--- src/hdl/ubg_pkg.sv ---
// Constants and carrier types for the serial port buffers and baud generator
package ubg_pkg;

	// ----------------------------------------------------------------
	// Register byte offsets
	// ----------------------------------------------------------------
	localparam int ADR_W = 8;
	localparam logic [7:0] ADR_RX_DATA = 8'h00;
	localparam logic [7:0] ADR_TX_DATA = 8'h04;
	localparam logic [7:0] ADR_DIV_LOW = 8'h08;
	localparam logic [7:0] ADR_DIV_HIGH = 8'h0C;
	localparam logic [7:0] ADR_RX_STAT = 8'h10;
	localparam logic [7:0] ADR_TX_STAT = 8'h14;
	localparam logic [7:0] ADR_BAUD_CTL = 8'h18;
	localparam logic [7:0] ADR_FLAG = 8'h1C;
	localparam logic [7:0] ADR_ENABLE = 8'h20;

	// ----------------------------------------------------------------
	// Field positions
	// ----------------------------------------------------------------
	localparam int TX_SHIFT_EMPTY = 1;
	localparam int TX_NINTH = 0;
	localparam int TX_HIGH_SPEED = 2;
	localparam int TX_MODE_SYNC = 4;
	localparam int RX_CONT_EN = 4;
	localparam int RX_FRAME_ERR = 2;
	localparam int RX_OVERRUN = 1;
	localparam int RX_NINTH = 0;
	localparam int BAUD_RX_IDLE = 6;
	localparam int BAUD_WIDE = 3;
	localparam int FLAG_RX_CH2 = 7;
	localparam int FLAG_TX_CH2 = 6;
	localparam int FLAG_RX_CH1 = 5;
	localparam int FLAG_TX_CH1 = 4;

	// ----------------------------------------------------------------
	// Write masks and reset values
	// ----------------------------------------------------------------
	localparam logic [7:0] TX_STAT_WMASK = 8'hFD;
	localparam logic [7:0] RX_STAT_WMASK = 8'hF8;
	localparam logic [7:0] BAUD_WMASK = 8'h1B;
	localparam logic [7:0] FLAG_MASK = 8'hF0;
	localparam logic [7:0] TX_STAT_RST = 8'h00;
	localparam logic [7:0] RX_STAT_RST = 8'h00;
	localparam logic [7:0] BAUD_RST = 8'h00;
	localparam logic [7:0] DIV_RST = 8'h00;
	localparam logic [7:0] DATA_RST = 8'h00;
	localparam logic [7:0] FLAG_RST = 8'h00;

	// ----------------------------------------------------------------
	// Prescale factors
	// ----------------------------------------------------------------
	localparam int PRE_ASYNC_NARROW = 64;
	localparam int PRE_ASYNC_WIDE = 16;
	localparam int PRE_SYNC = 4;
	localparam int PRE_MAX = 64;

	// ----------------------------------------------------------------
	// Carrier types
	// ----------------------------------------------------------------
	typedef struct packed {
		logic frameErr;
		logic ninth;
		logic [7:0] data;
	} ubg_rx_char_t;

	typedef struct packed {
		logic ninth;
		logic [7:0] data;
	} ubg_tx_char_t;

	typedef struct packed {
		logic sync;
		logic wide;
		logic highSpeed;
	} ubg_baud_cfg_t;

	typedef struct packed {
		logic [7:0] txCtl;
		logic [7:0] rxCtl;
		logic [7:0] baudCtl;
	} ubg_port_cfg_t;

endpackage : ubg_pkg

--- src/hdl/ubg_baud_gen.sv ---
// Baud rate generator: prescaler and reloading divisor down-counter
`timescale 1ns/1ps
module ubg_baud_gen #(
	parameter int PRE_HS8 = 16,
	parameter int PRE_HS16 = 16
) (
	input wire logic clk_sys,
	input wire logic nrst,
	input wire logic restart,
	input wire logic [7:0] divLo,
	input wire logic [7:0] divHi,
	input wire ubg_pkg::ubg_baud_cfg_t cfg,
	output logic tick
);
	import ubg_pkg::*;

	if (PRE_HS8 < 1 || PRE_HS8 > PRE_MAX || PRE_HS16 < 1 || PRE_HS16 > PRE_MAX)
	begin : g_bad_pre
		$error("High speed prescale must be 1 to 64");
	end

	// ----------------------------------------------------------------
	// Mode decode
	// ----------------------------------------------------------------
	function automatic logic [6:0] preSelect(input ubg_baud_cfg_t c);
		if (c.sync)
			preSelect = 7'(PRE_SYNC);
		else if (!c.highSpeed)
			preSelect = c.wide ? 7'(PRE_ASYNC_WIDE) : 7'(PRE_ASYNC_NARROW);
		else
			// High speed factors stay parameters until confirmed
			preSelect = c.wide ? 7'(PRE_HS16) : 7'(PRE_HS8);
	endfunction : preSelect

	wire [6:0] preMax = preSelect(cfg);
	wire [15:0] divEff = cfg.wide ? {divHi, divLo} : {8'h00, divLo};
	logic [5:0] pre;
	logic [15:0] cnt;
	// Compare with >= so a mode change mid-count cannot overrun the prescaler
	wire preLast = {1'b0, pre} >= (preMax - 7'd1);

	// ----------------------------------------------------------------
	// Counters
	// ----------------------------------------------------------------
	always_ff @(posedge clk_sys or negedge nrst)
	begin
		if (!nrst)
		begin
			pre <= 6'h00;
			cnt <= 16'h0000;
			tick <= 1'b0;
		end
		else if (restart)
		begin
			pre <= 6'h00;
			cnt <= divEff;
			tick <= 1'b0;
		end
		else
		begin
			pre <= preLast ? 6'h00 : pre + 6'h01;
			if (preLast)
				cnt <= (cnt == 16'h0000) ? divEff : cnt - 16'h0001;
			tick <= preLast && (cnt == 16'h0000);
		end
	end

	// ----------------------------------------------------------------
	// Checks
	// ----------------------------------------------------------------
	logic [23:0] gap;
	logic gapOk;
	logic [22:0] lastKey;
	wire [22:0] key = {preMax, divEff};

	always_ff @(posedge clk_sys or negedge nrst)
	begin
		if (!nrst)
		begin
			gap <= 24'h00_0000;
			gapOk <= 1'b0;
			lastKey <= 23'h00_0000;
		end
		else
		begin
			gap <= tick ? 24'h00_0001 : gap + 24'h00_0001;
			lastKey <= key;
			if (restart || key != lastKey)
				gapOk <= 1'b0;
			else if (tick)
				gapOk <= 1'b1;
		end
	end

	a_bit_period: assert property (@(posedge clk_sys) disable iff (!nrst)
		(tick && gapOk && !restart && key == lastKey)
		|-> (gap == 24'(preMax) * (24'(divEff) + 24'h00_0001)))
		else $error("Tick spacing differs from prescale times n+1");

	a_restart_reload: assert property (@(posedge clk_sys) disable iff (!nrst)
		restart |=> (pre == 6'h00 && cnt == $past(divEff) && !tick))
		else $error("Restart did not reload the counter");

	a_wide_divisor: assert property (@(posedge clk_sys) disable iff (!nrst)
		(restart && cfg.wide) |=> (cnt == {$past(divHi), $past(divLo)}))
		else $error("Wide divisor not formed from high and low bytes");

	a_narrow_divisor: assert property (@(posedge clk_sys) disable iff (!nrst)
		(restart && !cfg.wide) |=> (cnt[15:8] == 8'h00 && cnt[7:0] == $past(divLo)))
		else $error("High divisor byte used while narrow");

	a_mode_prescale: assert property (@(posedge clk_sys) disable iff (!nrst)
		cfg.sync |-> (preMax == 7'h04))
		else $error("Synchronous prescale is not four");

endmodule : ubg_baud_gen

--- src/hdl/ubg_buffers.sv ---
// Serial port data buffers, divisor registers, flags and Wishbone slave
`timescale 1ns/1ps
// Summary of operation
// Receive buffer read gives the low eight bits; ninth bit is in receive status.
// Receive holding buffer, ninth bit too, stays readable while next character shifts.
// Transmit buffer, ninth bit too, reloadable once previous character started shifting.
// Writing the low divisor byte restarts the baud counter.
// Writing the high divisor byte restarts the baud counter.
// High divisor byte ignored unless wide divisor select is set.
// Wide divisor is high byte above low byte.
// Async narrow low speed: rate is clock over 64 times n+1.
// Async wide low speed: rate is clock over 16 times n+1.
// Synchronous: rate is clock over 4 times n+1, high speed ignored.
// Each channel has receive and transmit flags with matching enables.
// Mode select set means synchronous, cleared means asynchronous.
// Wide divisor select chooses 16-bit counting, else 8-bit.
// Down-counter reloads n at zero, one tick per n+1 prescaled periods.
// Async high speed factors are settable, not assumed.
module ubg_buffers #(
	parameter int PRE_HS8 = 16,
	parameter int PRE_HS16 = 16
) (
	input wire logic clk_sys,
	input wire logic nrst,
	input wire logic wb_cyc_i,
	input wire logic wb_stb_i,
	input wire logic wb_we_i,
	input wire logic [ubg_pkg::ADR_W-1:0] wb_adr_i,
	input wire logic [3:0] wb_sel_i,
	input wire logic [31:0] wb_dat_i,
	output logic [31:0] wb_dat_o,
	output logic wb_ack_o,
	output logic irq,
	input wire logic rxCharValid,
	input wire ubg_pkg::ubg_rx_char_t rxChar,
	output logic txCharValid,
	output ubg_pkg::ubg_tx_char_t txChar,
	input wire logic txCharTake,
	input wire logic shiftEmpty,
	input wire logic rxIdle,
	input wire logic ch2RxEvent,
	input wire logic ch2TxEvent,
	output ubg_pkg::ubg_port_cfg_t portCfg,
	output logic baudTick
);
	import ubg_pkg::*;

	// ----------------------------------------------------------------
	// Helpers
	// ----------------------------------------------------------------
	function automatic logic [7:0] putBit(input logic [7:0] v, input int pos, input logic b);
		putBit = v;
		putBit[pos] = b;
	endfunction : putBit

	function automatic logic [7:0] maskedWrite(input logic [7:0] old, input logic [7:0] d,
		input logic [7:0] m, input logic en);
		maskedWrite = en ? (d & m) : old;
	endfunction : maskedWrite

	// ----------------------------------------------------------------
	// State
	// ----------------------------------------------------------------
	logic [7:0] txCtl;
	logic [7:0] rxCtl;
	logic [7:0] baudCtl;
	logic [7:0] divLo;
	logic [7:0] divHi;
	logic [7:0] flag;
	logic [7:0] enable;
	ubg_rx_char_t rxHold;
	logic rxFull;
	logic overrun;
	ubg_tx_char_t txBuf;
	logic txFull;
	logic divRestart;

	// ----------------------------------------------------------------
	// Bus decode
	// ----------------------------------------------------------------
	wire [7:0] wordAdr = {wb_adr_i[7:2], 2'b00};
	wire busReq = wb_cyc_i && wb_stb_i;
	wire wbWr = busReq && wb_we_i && wb_ack_o && wb_sel_i[0];
	wire wbRd = busReq && !wb_we_i && wb_ack_o;
	wire rxRead = wbRd && (wordAdr == ADR_RX_DATA);
	wire txWr = wbWr && (wordAdr == ADR_TX_DATA);
	wire divLoWr = wbWr && (wordAdr == ADR_DIV_LOW);
	wire divHiWr = wbWr && (wordAdr == ADR_DIV_HIGH);
	wire rxStatWr = wbWr && (wordAdr == ADR_RX_STAT);
	wire txStatWr = wbWr && (wordAdr == ADR_TX_STAT);
	wire baudWr = wbWr && (wordAdr == ADR_BAUD_CTL);
	wire flagWr = wbWr && (wordAdr == ADR_FLAG);
	wire enableWr = wbWr && (wordAdr == ADR_ENABLE);
	wire [7:0] wrByte = wb_dat_i[7:0];

	// ----------------------------------------------------------------
	// Read views
	// ----------------------------------------------------------------
	wire [7:0] txStatView = putBit(txCtl & TX_STAT_WMASK, TX_SHIFT_EMPTY, shiftEmpty);
	wire [7:0] rxStatBase = putBit(rxCtl & RX_STAT_WMASK, RX_FRAME_ERR, rxHold.frameErr);
	wire [7:0] rxStatMid = putBit(rxStatBase, RX_OVERRUN, overrun);
	wire [7:0] rxStatView = putBit(rxStatMid, RX_NINTH, rxHold.ninth);
	wire [7:0] baudView = putBit(baudCtl & BAUD_WMASK, BAUD_RX_IDLE, rxIdle);
	wire [7:0] rdByte =
		(wordAdr == ADR_RX_DATA) ? rxHold.data :
		(wordAdr == ADR_TX_DATA) ? txBuf.data :
		(wordAdr == ADR_DIV_LOW) ? divLo :
		(wordAdr == ADR_DIV_HIGH) ? divHi :
		(wordAdr == ADR_RX_STAT) ? rxStatView :
		(wordAdr == ADR_TX_STAT) ? txStatView :
		(wordAdr == ADR_BAUD_CTL) ? baudView :
		(wordAdr == ADR_FLAG) ? flag :
		(wordAdr == ADR_ENABLE) ? enable : 8'h00;

	// ----------------------------------------------------------------
	// Wishbone slave
	// ----------------------------------------------------------------
	// One wait state keeps read data registered
	always_ff @(posedge clk_sys or negedge nrst)
	begin
		if (!nrst)
		begin
			wb_ack_o <= 1'b0;
			wb_dat_o <= 32'h0000_0000;
		end
		else
		begin
			wb_ack_o <= busReq && !wb_ack_o;
			if (busReq && !wb_we_i && !wb_ack_o)
				wb_dat_o <= {24'h00_0000, rdByte};
		end
	end

	// ----------------------------------------------------------------
	// Receive holding buffer
	// ----------------------------------------------------------------
	// New arrival wins over a same-cycle read so no character is lost
	wire next_rxFull = rxCharValid || (rxFull && !rxRead);
	wire overrunSet = rxCharValid && rxFull && !rxRead;
	// Overrun clears only while continuous receive is off
	wire next_overrun = overrunSet || (overrun && rxCtl[RX_CONT_EN]);

	always_ff @(posedge clk_sys or negedge nrst)
	begin
		if (!nrst)
		begin
			rxHold <= '0;
			rxFull <= 1'b0;
			overrun <= 1'b0;
		end
		else
		begin
			if (rxCharValid)
				rxHold <= rxChar;
			rxFull <= next_rxFull;
			overrun <= next_overrun;
		end
	end

	// ----------------------------------------------------------------
	// Transmit buffer
	// ----------------------------------------------------------------
	// A write while full replaces the waiting character
	wire txTaken = txFull && txCharTake;
	wire next_txFull = txWr || (txFull && !txCharTake);

	always_ff @(posedge clk_sys or negedge nrst)
	begin
		if (!nrst)
		begin
			txBuf <= '0;
			txFull <= 1'b0;
		end
		else
		begin
			if (txWr)
				txBuf <= '{ninth: txCtl[TX_NINTH], data: wrByte};
			txFull <= next_txFull;
		end
	end

	assign txCharValid = txFull;
	assign txChar = txBuf;

	// ----------------------------------------------------------------
	// Control and divisor registers
	// ----------------------------------------------------------------
	always_ff @(posedge clk_sys or negedge nrst)
	begin
		if (!nrst)
		begin
			txCtl <= TX_STAT_RST;
			rxCtl <= RX_STAT_RST;
			baudCtl <= BAUD_RST;
			divLo <= DIV_RST;
			divHi <= DIV_RST;
			divRestart <= 1'b0;
		end
		else
		begin
			txCtl <= maskedWrite(txCtl, wrByte, TX_STAT_WMASK, txStatWr);
			rxCtl <= maskedWrite(rxCtl, wrByte, RX_STAT_WMASK, rxStatWr);
			baudCtl <= maskedWrite(baudCtl, wrByte, BAUD_WMASK, baudWr);
			divLo <= maskedWrite(divLo, wrByte, 8'hFF, divLoWr);
			divHi <= maskedWrite(divHi, wrByte, 8'hFF, divHiWr);
			// Delayed one cycle so the reload sees the new divisor
			divRestart <= divLoWr || divHiWr;
		end
	end

	assign portCfg = '{txCtl: txCtl, rxCtl: rxCtl, baudCtl: baudCtl};

	// ----------------------------------------------------------------
	// Interrupt flags
	// ----------------------------------------------------------------
	wire [7:0] flagEvent = putBit(putBit(putBit(putBit(8'h00, FLAG_RX_CH2, ch2RxEvent),
		FLAG_TX_CH2, ch2TxEvent), FLAG_RX_CH1, rxCharValid), FLAG_TX_CH1, txTaken);
	wire [7:0] flagClear = flagWr ? (wrByte & FLAG_MASK) : 8'h00;
	// Set wins over write-one-to-clear in the same cycle
	wire [7:0] next_flag = (flag & ~flagClear) | flagEvent;

	always_ff @(posedge clk_sys or negedge nrst)
	begin
		if (!nrst)
		begin
			flag <= FLAG_RST;
			enable <= FLAG_RST;
		end
		else
		begin
			flag <= next_flag;
			enable <= maskedWrite(enable, wrByte, FLAG_MASK, enableWr);
		end
	end

	assign irq = |(flag & enable);

	// ----------------------------------------------------------------
	// Baud rate generator
	// ----------------------------------------------------------------
	wire ubg_baud_cfg_t baudCfg = '{sync: txCtl[TX_MODE_SYNC], wide: baudCtl[BAUD_WIDE],
		highSpeed: txCtl[TX_HIGH_SPEED]};

	ubg_baud_gen #(
		.PRE_HS8(PRE_HS8),
		.PRE_HS16(PRE_HS16)
	) u_baud (
		.clk_sys(clk_sys),
		.nrst(nrst),
		.restart(divRestart),
		.divLo(divLo),
		.divHi(divHi),
		.cfg(baudCfg),
		.tick(baudTick)
	);

	// ----------------------------------------------------------------
	// Checks
	// ----------------------------------------------------------------
	a_rx_read_data: assert property (@(posedge clk_sys) disable iff (!nrst)
		(rxRead) |-> (wb_dat_o == {24'h00_0000, $past(rxHold.data)}))
		else $error("Receive read did not return the held low byte");

	a_rx_hold_load: assert property (@(posedge clk_sys) disable iff (!nrst)
		rxCharValid |=> (rxFull && rxHold == $past(rxChar)))
		else $error("Arriving character not held");

	a_rx_hold_keep: assert property (@(posedge clk_sys) disable iff (!nrst)
		(rxFull && !rxCharValid && !rxRead) |=> (rxFull && $stable(rxHold)))
		else $error("Held character lost before it was read");

	a_tx_load: assert property (@(posedge clk_sys) disable iff (!nrst)
		txWr |=> (txFull && txBuf.data == $past(wrByte) && txBuf.ninth == $past(txCtl[TX_NINTH])))
		else $error("Transmit write not buffered with its ninth bit");

	a_tx_drain: assert property (@(posedge clk_sys) disable iff (!nrst)
		(txTaken && !txWr) |=> (!txFull ##1 (txFull == $past(txWr))))
		else $error("Transmit buffer not freed when taken");

	a_flag_sticky: assert property (@(posedge clk_sys) disable iff (!nrst)
		(txTaken || (flag[FLAG_TX_CH1] && !(flagWr && wrByte[FLAG_TX_CH1])))
		|=> flag[FLAG_TX_CH1])
		else $error("Transmit flag missed or cleared early");

	a_irq_mask: assert property (@(posedge clk_sys) disable iff (!nrst)
		(rxCharValid && enable[FLAG_RX_CH1]) |=> irq [*1] ##0 flag[FLAG_RX_CH1])
		else $error("Enabled receive flag gave no interrupt");

	a_div_restart: assert property (@(posedge clk_sys) disable iff (!nrst)
		(divLoWr || divHiWr) |=> (divRestart ##1 !divRestart || divLoWr || divHiWr))
		else $error("Divisor write did not restart the generator");

	a_rx_read_free: assert property (@(posedge clk_sys) disable iff (!nrst)
		(rxRead && !rxCharValid) |=> !rxFull)
		else $error("Receive buffer still full after read");

	a_rx_read_upper: assert property (@(posedge clk_sys) disable iff (!nrst)
		rxRead |-> (wb_dat_o[31:8] == 24'h00_0000))
		else $error("Receive read carries bits above the low byte");

	a_overrun_set: assert property (@(posedge clk_sys) disable iff (!nrst)
		overrunSet |=> (overrun && rxFull))
		else $error("Arrival while full did not flag overrun");

	a_overrun_clear: assert property (@(posedge clk_sys) disable iff (!nrst)
		(overrun && !rxCtl[RX_CONT_EN] && !overrunSet) |=> !overrun)
		else $error("Overrun kept with continuous receive off");

	a_tx_keep: assert property (@(posedge clk_sys) disable iff (!nrst)
		(txFull && !txWr) |=> $stable(txBuf))
		else $error("Waiting transmit character changed");

	a_tx_wait_full: assert property (@(posedge clk_sys) disable iff (!nrst)
		(txFull && !txCharTake) |=> txFull)
		else $error("Transmit buffer emptied without a take");

	a_tx_flag_set: assert property (@(posedge clk_sys) disable iff (!nrst)
		txTaken |=> flag[FLAG_TX_CH1])
		else $error("Transmit take did not set its flag");

	a_rx_flag_set: assert property (@(posedge clk_sys) disable iff (!nrst)
		rxCharValid |=> flag[FLAG_RX_CH1])
		else $error("Arrival did not set the receive flag");

	a_ch2_flags: assert property (@(posedge clk_sys) disable iff (!nrst)
		(ch2RxEvent && ch2TxEvent) |=> (flag[FLAG_RX_CH2] && flag[FLAG_TX_CH2]))
		else $error("Second channel events not flagged");

	a_flag_clear: assert property (@(posedge clk_sys) disable iff (!nrst)
		(flagWr && wrByte[FLAG_RX_CH2] && !ch2RxEvent) |=> !flag[FLAG_RX_CH2])
		else $error("Write of one did not clear the flag");

	a_enable_write: assert property (@(posedge clk_sys) disable iff (!nrst)
		enableWr |=> (enable == ($past(wrByte) & FLAG_MASK)))
		else $error("Enable register write not stored");

	a_div_low_write: assert property (@(posedge clk_sys) disable iff (!nrst)
		divLoWr |=> (divLo == $past(wrByte)))
		else $error("Low divisor byte not stored");

	a_div_high_write: assert property (@(posedge clk_sys) disable iff (!nrst)
		divHiWr |=> (divHi == $past(wrByte)))
		else $error("High divisor byte not stored");

endmodule : ubg_buffers

--- config.mk ---
export PLATFORM = sky130hd
export DESIGN_NAME = ubg_buffers
export DESIGN_NICKNAME = d
export VERILOG_FILES = /design/src/hdl/ubg_pkg.sv /design/src/hdl/ubg_baud_gen.sv /design/src/hdl/ubg_buffers.sv
export SDC_FILE = /design/constraint.sdc
export NUM_CORES = 1
export LEC_CHECK = 0
export BUFFER_PORTS_ARGS = -buffer_cell sky130_fd_sc_hd__buf_2
export CAP_MARGIN = 20
export CORE_MARGIN = 1.5
export CORE_UTILIZATION = 50
export DETAILED_ROUTE_END_ITERATION = 10
export PLACE_DENSITY = 0.76
export SLEW_MARGIN = 20
export SYNTH_ARGS = -nofsm -noshare
export SYNTH_HDL_FRONTEND = slang
export SYNTH_SLANG_ARGS = --single-unit
--- constraint.sdc ---
create_clock -name clk_sys -period 4.25 [get_ports clk_sys]
set_input_delay 0.6375 -clock clk_sys [delete_from_list [all_inputs] [get_ports clk_sys]]
set_output_delay 0.6375 -clock clk_sys [all_outputs]
set_load 0.005 [all_outputs]
* Word level (Yosys, flattened, before mapping)
Index checks and enable logic that the tools add are counted.
** Storage, ports and cells
- Register bits after elaboration :: 99
** Cells by class
- Eq/ne operators :: 8
- Mux-type cells :: 20
- Bitwise operators :: 4
- $add $sub $neg :: 3
- Reductions and logical operators :: 36
- Order comparisons :: 1
** Operators with widths (count)
- $mux W8 :: 10
- $mux W16 :: 4
- $eq A6 B3 Y1 const B :: 4
- $logic_and A1 B1 Y1 :: 24
- $mux W7 :: 3
- $and A8 B8 Y8 :: 2
- $logic_not A16 Y1 :: 1
- $sub A16 B1 Y16 const B :: 1
- $eq A6 B2 Y1 const B :: 2
- $mux W6 :: 2
- $logic_not A8 Y1 :: 1
- $not A8 Y8 :: 1
- $or A8 B8 Y8 :: 1
- $reduce_or A8 Y1 :: 1
- $ge A6 B7 Y1 :: 1
- $sub A7 B1 Y7 const B :: 1
- $add A6 B1 Y6 const B :: 1
- $eq A6 B1 Y1 const B :: 1
- $eq A6 B4 Y1 const B :: 1
- $logic_not A1 Y1 :: 4
- $logic_or A1 B1 Y1 :: 4
- $reduce_bool A2 Y1 :: 1
- $mux W1 :: 1

* Depth between registers and ports, before layout
- Word-level depth :: 10
- Gate-level depth with buffers :: 9
- Gate-level depth less buffers :: 7

* Cells and area by module
Synthesis repeated with hierarchy kept, for this count alone.
** Second synthesis, totals
- Cell total of the unflattened synthesis :: 505
- Area total of the unflattened synthesis :: 5258.8 µm²
** By module, submodules not included
- ubg_buffers :: cells an instance 333, area an instance 3717.3 µm², times used 1
- ubg_baud_gen :: cells an instance 172, area an instance 1541.5 µm², times used 1

* Least setup slack after synthesis
Ideal clock, no wire load.
- Path type :: register to register
- From :: reg baudCtl[3]
- To :: reg u_baud.cnt[1]
- Arrival :: 2.183 ns
- Slack :: 1.989 ns
- Buffers on the path :: 2
- Data required time :: 4.173 ns
- Cell stages (with the launch flop) :: 10
- Period minus slack after synthesis :: 2.261 ns
- Cell sequence :: dfrtp_1 > clkbuf_1 > or3_1 > ha_1 > nor3_1 > o21ai_0 > a21oi_1 > buf_2 > a211oi_1 > a21oi_1
** On the way
- Cells in the longest elaborated chain, start to end :: 6
** Ends and longest elaborated chain
- from (decl) :: line ubg_buffers.sv:66 : logic [7:0] baudCtl;
- from (signal assigned) :: line ubg_buffers.sv:203 : baudCtl <= maskedWrite(baudCtl, wrByte, BAUD_WMASK, baudWr);
- $mux W7 :: line ubg_baud_gen.sv:29 : preSelect = c.wide ? 7'(PRE_ASYNC_WIDE) : 7'(PRE_ASYNC_NARROW);
- $mux W7 :: line ubg_baud_gen.sv:28 : else if (!c.highSpeed)
- $mux W7 :: line ubg_baud_gen.sv:26 : if (c.sync)
- $sub A7 B1 Y7 :: line ubg_baud_gen.sv:40 : wire preLast = {1'b0, pre} >= (preMax - 7'd1);
- $ge A6 B7 Y1 :: line ubg_baud_gen.sv:40
- $reduce_bool A2 Y1 (no source line)
- to (signal assigned) :: line ubg_baud_gen.sv:56 : cnt <= divEff;
- to (signal assigned) :: line ubg_baud_gen.sv:63 : cnt <= (cnt == 16'h0000) ? divEff : cnt - 16'h0001;
- to (decl) :: line ubg_baud_gen.sv:38 : logic [15:0] cnt;
Every way passes these cells.
A chain may end at the register's enable or synchronous reset.

* Final worst setup path
- From :: reg baudCtl[3]
- To :: reg u_baud.cnt[6]
Same word-level chain as after synthesis.

==> reports/metrics.cfg <==
[die]
ios=134
fp.dieW_um=104
fp-row-count=36
fp.dieH_um=104
dieArea_um2=10900
fp.coreArea_um2=9860
initial_core_util=0.520

[placed_design]
gp_routability_congestion=0.893
dp_hpwl_um=8780
place_area_um2=5470
portBuffers=72

[cts]
clk_pin_slew_ps=90
cts-root-buf=clkbuf_8
clk_latency_ps=370
cts_buffers=9
post_cts_buffers=0
htreeDepth=3
cts_buffer_depth=2
ctsResizeCount=0
holdBufCountCts=0
cts_tree=built
cts_sinks=95

[logic_synthesis]
muxShareOfSynthArea=0.139
synth_simple_gate_area_frac=0.154
yosysMostFrequentCell=dfrtp_1
synth_top_family_by_area=simple AND/OR/NAND/NOR gates
ys_warn_count=0
netlist.area_leader.share=0.463
synth_area_leaders=dfrtp_1, mux2_2, buf_4
netlist_area_um2=5130
synthArstFlopShare=1.00
avgSynthCellArea_um2=11.1
yosys-top-cells-count=dfrtp_1, mux2_2, buf_4, nor2_1, nand2_1
yosysSeqAreaShare=0.463
synthXorXnorAreaFrac=0.00683
synthFlopType=dfrtp_1
synth.distinct_cells=70
yosys.area.top_type=dfrtp_1
netlist_instances=464
synth_edf_count=0
synth-seq-cells=95
yosys.area_share.adder=0.0171
synth_compound_area_frac=0.149

[routing]
drt_iter0_markers=225
vias=3890
via_per_inst=5.83
ant_nets=0
firstDrtPassIters=4
post_drt_wl_per_cell_um=18.3
drt_wl_total_um=12200
drc=0

[timing]
drv_slew=0
slew_headroom=0.354
period_needed_ps=2610
hold_violations=0
rsz0062_at_grt=no
finalSetupTns_ps=0
skew_ps=9.92
max_clock_freq_ghz=0.384
min_period_over_period=0.613
tightestPinTransition_ps=966
finalSetupViolCount=0

[finish]
n_antenna_cell=0
nNetsFinal=602
final_util=0.574
drive_gt1_frac=0.292
design_area_um2=5670
area_growth_pct=10.4

[critical_path]
cpPeakStageDelay_ps=570
critPathKind=reg -> reg
worst-path-max-fanout=16
arrival_ps=2870
worstSetupEndpointType=flop
cp.required_ps=4510
crit_slowest_cell=dfrtp_1
worstPathCellList=or3_1 -> ha_1 -> nor3_1 -> nor2_1 -> a21o_1 -> nand2_2 -> o221a_1
critPathLaunchType=flop
path_buf_inv=0
critPathTopFamily=simple AND/OR/NAND/NOR gates

[grt]
grt_pass1_wl_um=20500
track_usage=0.238
grt_max_degree=77
antenna_found_initial=0
grt_pass1_vias=3928
gr-total-overflow=0

[power]
irDropWorstVdd_mv=0.232
power.total_w=0.00252
power_density_nw_per_um2=444
p_leak_nw=2.73

[run_status]
status=complete, no violations

[flow_run]
drv_cap=0

[min_path]
hold_class=in -> async

-- final timing paths --
| check | from | endpoint | slack [ps] | depth (start not counted) |
|---|---|---|---|---|
| worst max-delay path | baudCtl[3] | u_baud.cnt[6] | 1640 | 7 |
| worst min-delay path | nrst | u_baud.pre[1] | 400 | 1 |
| worst max register to register | baudCtl[3] | u_baud.cnt[6] | 1640 | 7 |
| worst min register to register | wb_ack_o | wb_ack_o | 470 | 1 |
| max in group asynchronous | nrst | rxCtl[4] | 2960 | 2 |
| min in group clk_sys | ch2TxEvent | flag[6] | 440 | 2 |
-- routing by layer --
| metal | global-route usage | routed length (µm) | vias up |
|---|---|---|---|
| met1 | 0.310 | 5360 | 1927 |
| li1 | - | - | 1800 |
| met5 | 0 | 0 | - |
| met2 | 0.385 | 5940 | 140 |
| met3 | 0.0508 | 659 | 23 |
| met4 | 0.100 | 282 | 0 |
-- layout by cell type (no fill, tap or decap), drive strengths merged, types with 3 or more instances in the layout --
master  instances
a41oi           3
mux2i           8
o22a            3
a22oi           3
ha              7
nand4           8
nand2b          5
a21oi          16
a22o            4
o21a            4
a211oi          6
dfrtp          95
nor2b           3
or3             3
nor3            8
inv             9
o221a           5
a31oi          10
conb           32
a221oi          4
nor2           38
and2            3
buf            75
mux2           56
nand2          24
a21o            6
nor4            9
clkbuf         13
xor2            3
o21ai          22
o31ai           4
nand3b          3
nor3b           4
nand3           8
-- registers in the layout, indices dropped and copies added (netlist names), 4 cells and up --
register	flops
u_baud.cnt	16
rxHold	10
baudCtl	4
wb_dat_o	8
txChar	9
txCtl	7
flag	4
u_baud.pre	6
rxCtl	5
divHi	8
enable	4
divLo	8
-- cells by family (layout without fill, tap and decap cells) --
family                   after synthesis  in the layout
AND/OR/NAND/NOR                      128            128
AO/OA/AOI/OAI                        106            106
flip-flops                            95             95
multiplexers                          64             64
buffers and inverters                 59             98
adder cells (fa/ha/maj)                7              7
XOR/XNOR                               4              4
other                                  1             32
-- layout make-up --
cell class	count	area (µm²)
clock buffers	13	159
inverters	8	30.0
multi-input cells	341	2510
flip-flops and latches	95	2380
fillers	847	4200
clock inverters	2	38.8
well taps	133	166
repair buffers	75	385
-- report_power, final --
group	total, W	leakage (nW)	switching (W)	internal, W
clock network	0.000619	0.100	0.000315	0.000304
logic	0.000751	1.39	0.000445	0.000306
registers	0.00115	1.24	0.000138	0.00101
total	0.00252	2.73	0.000898	0.00162
-- metrics by stage --
stage	setup WS, ps	std cells	hold WS, ps
finish	1640	667	395
global route	1460	667	441
CTS	1610	667	432
detailed placement	1450	652	455
global placement	1490	652	440
floorplan	1990	495	342
-- worst reg2reg max path, delay by kind of cell, from the launching register on --
kind                       cells  cell delay (ps)
AOI/OAI and AO/OA              2              810
adders and majority gates      1              280
DFF                            1              570
and+or+nand+nor                4              850
Note: power is estimated with default switching activity, not from simulation.
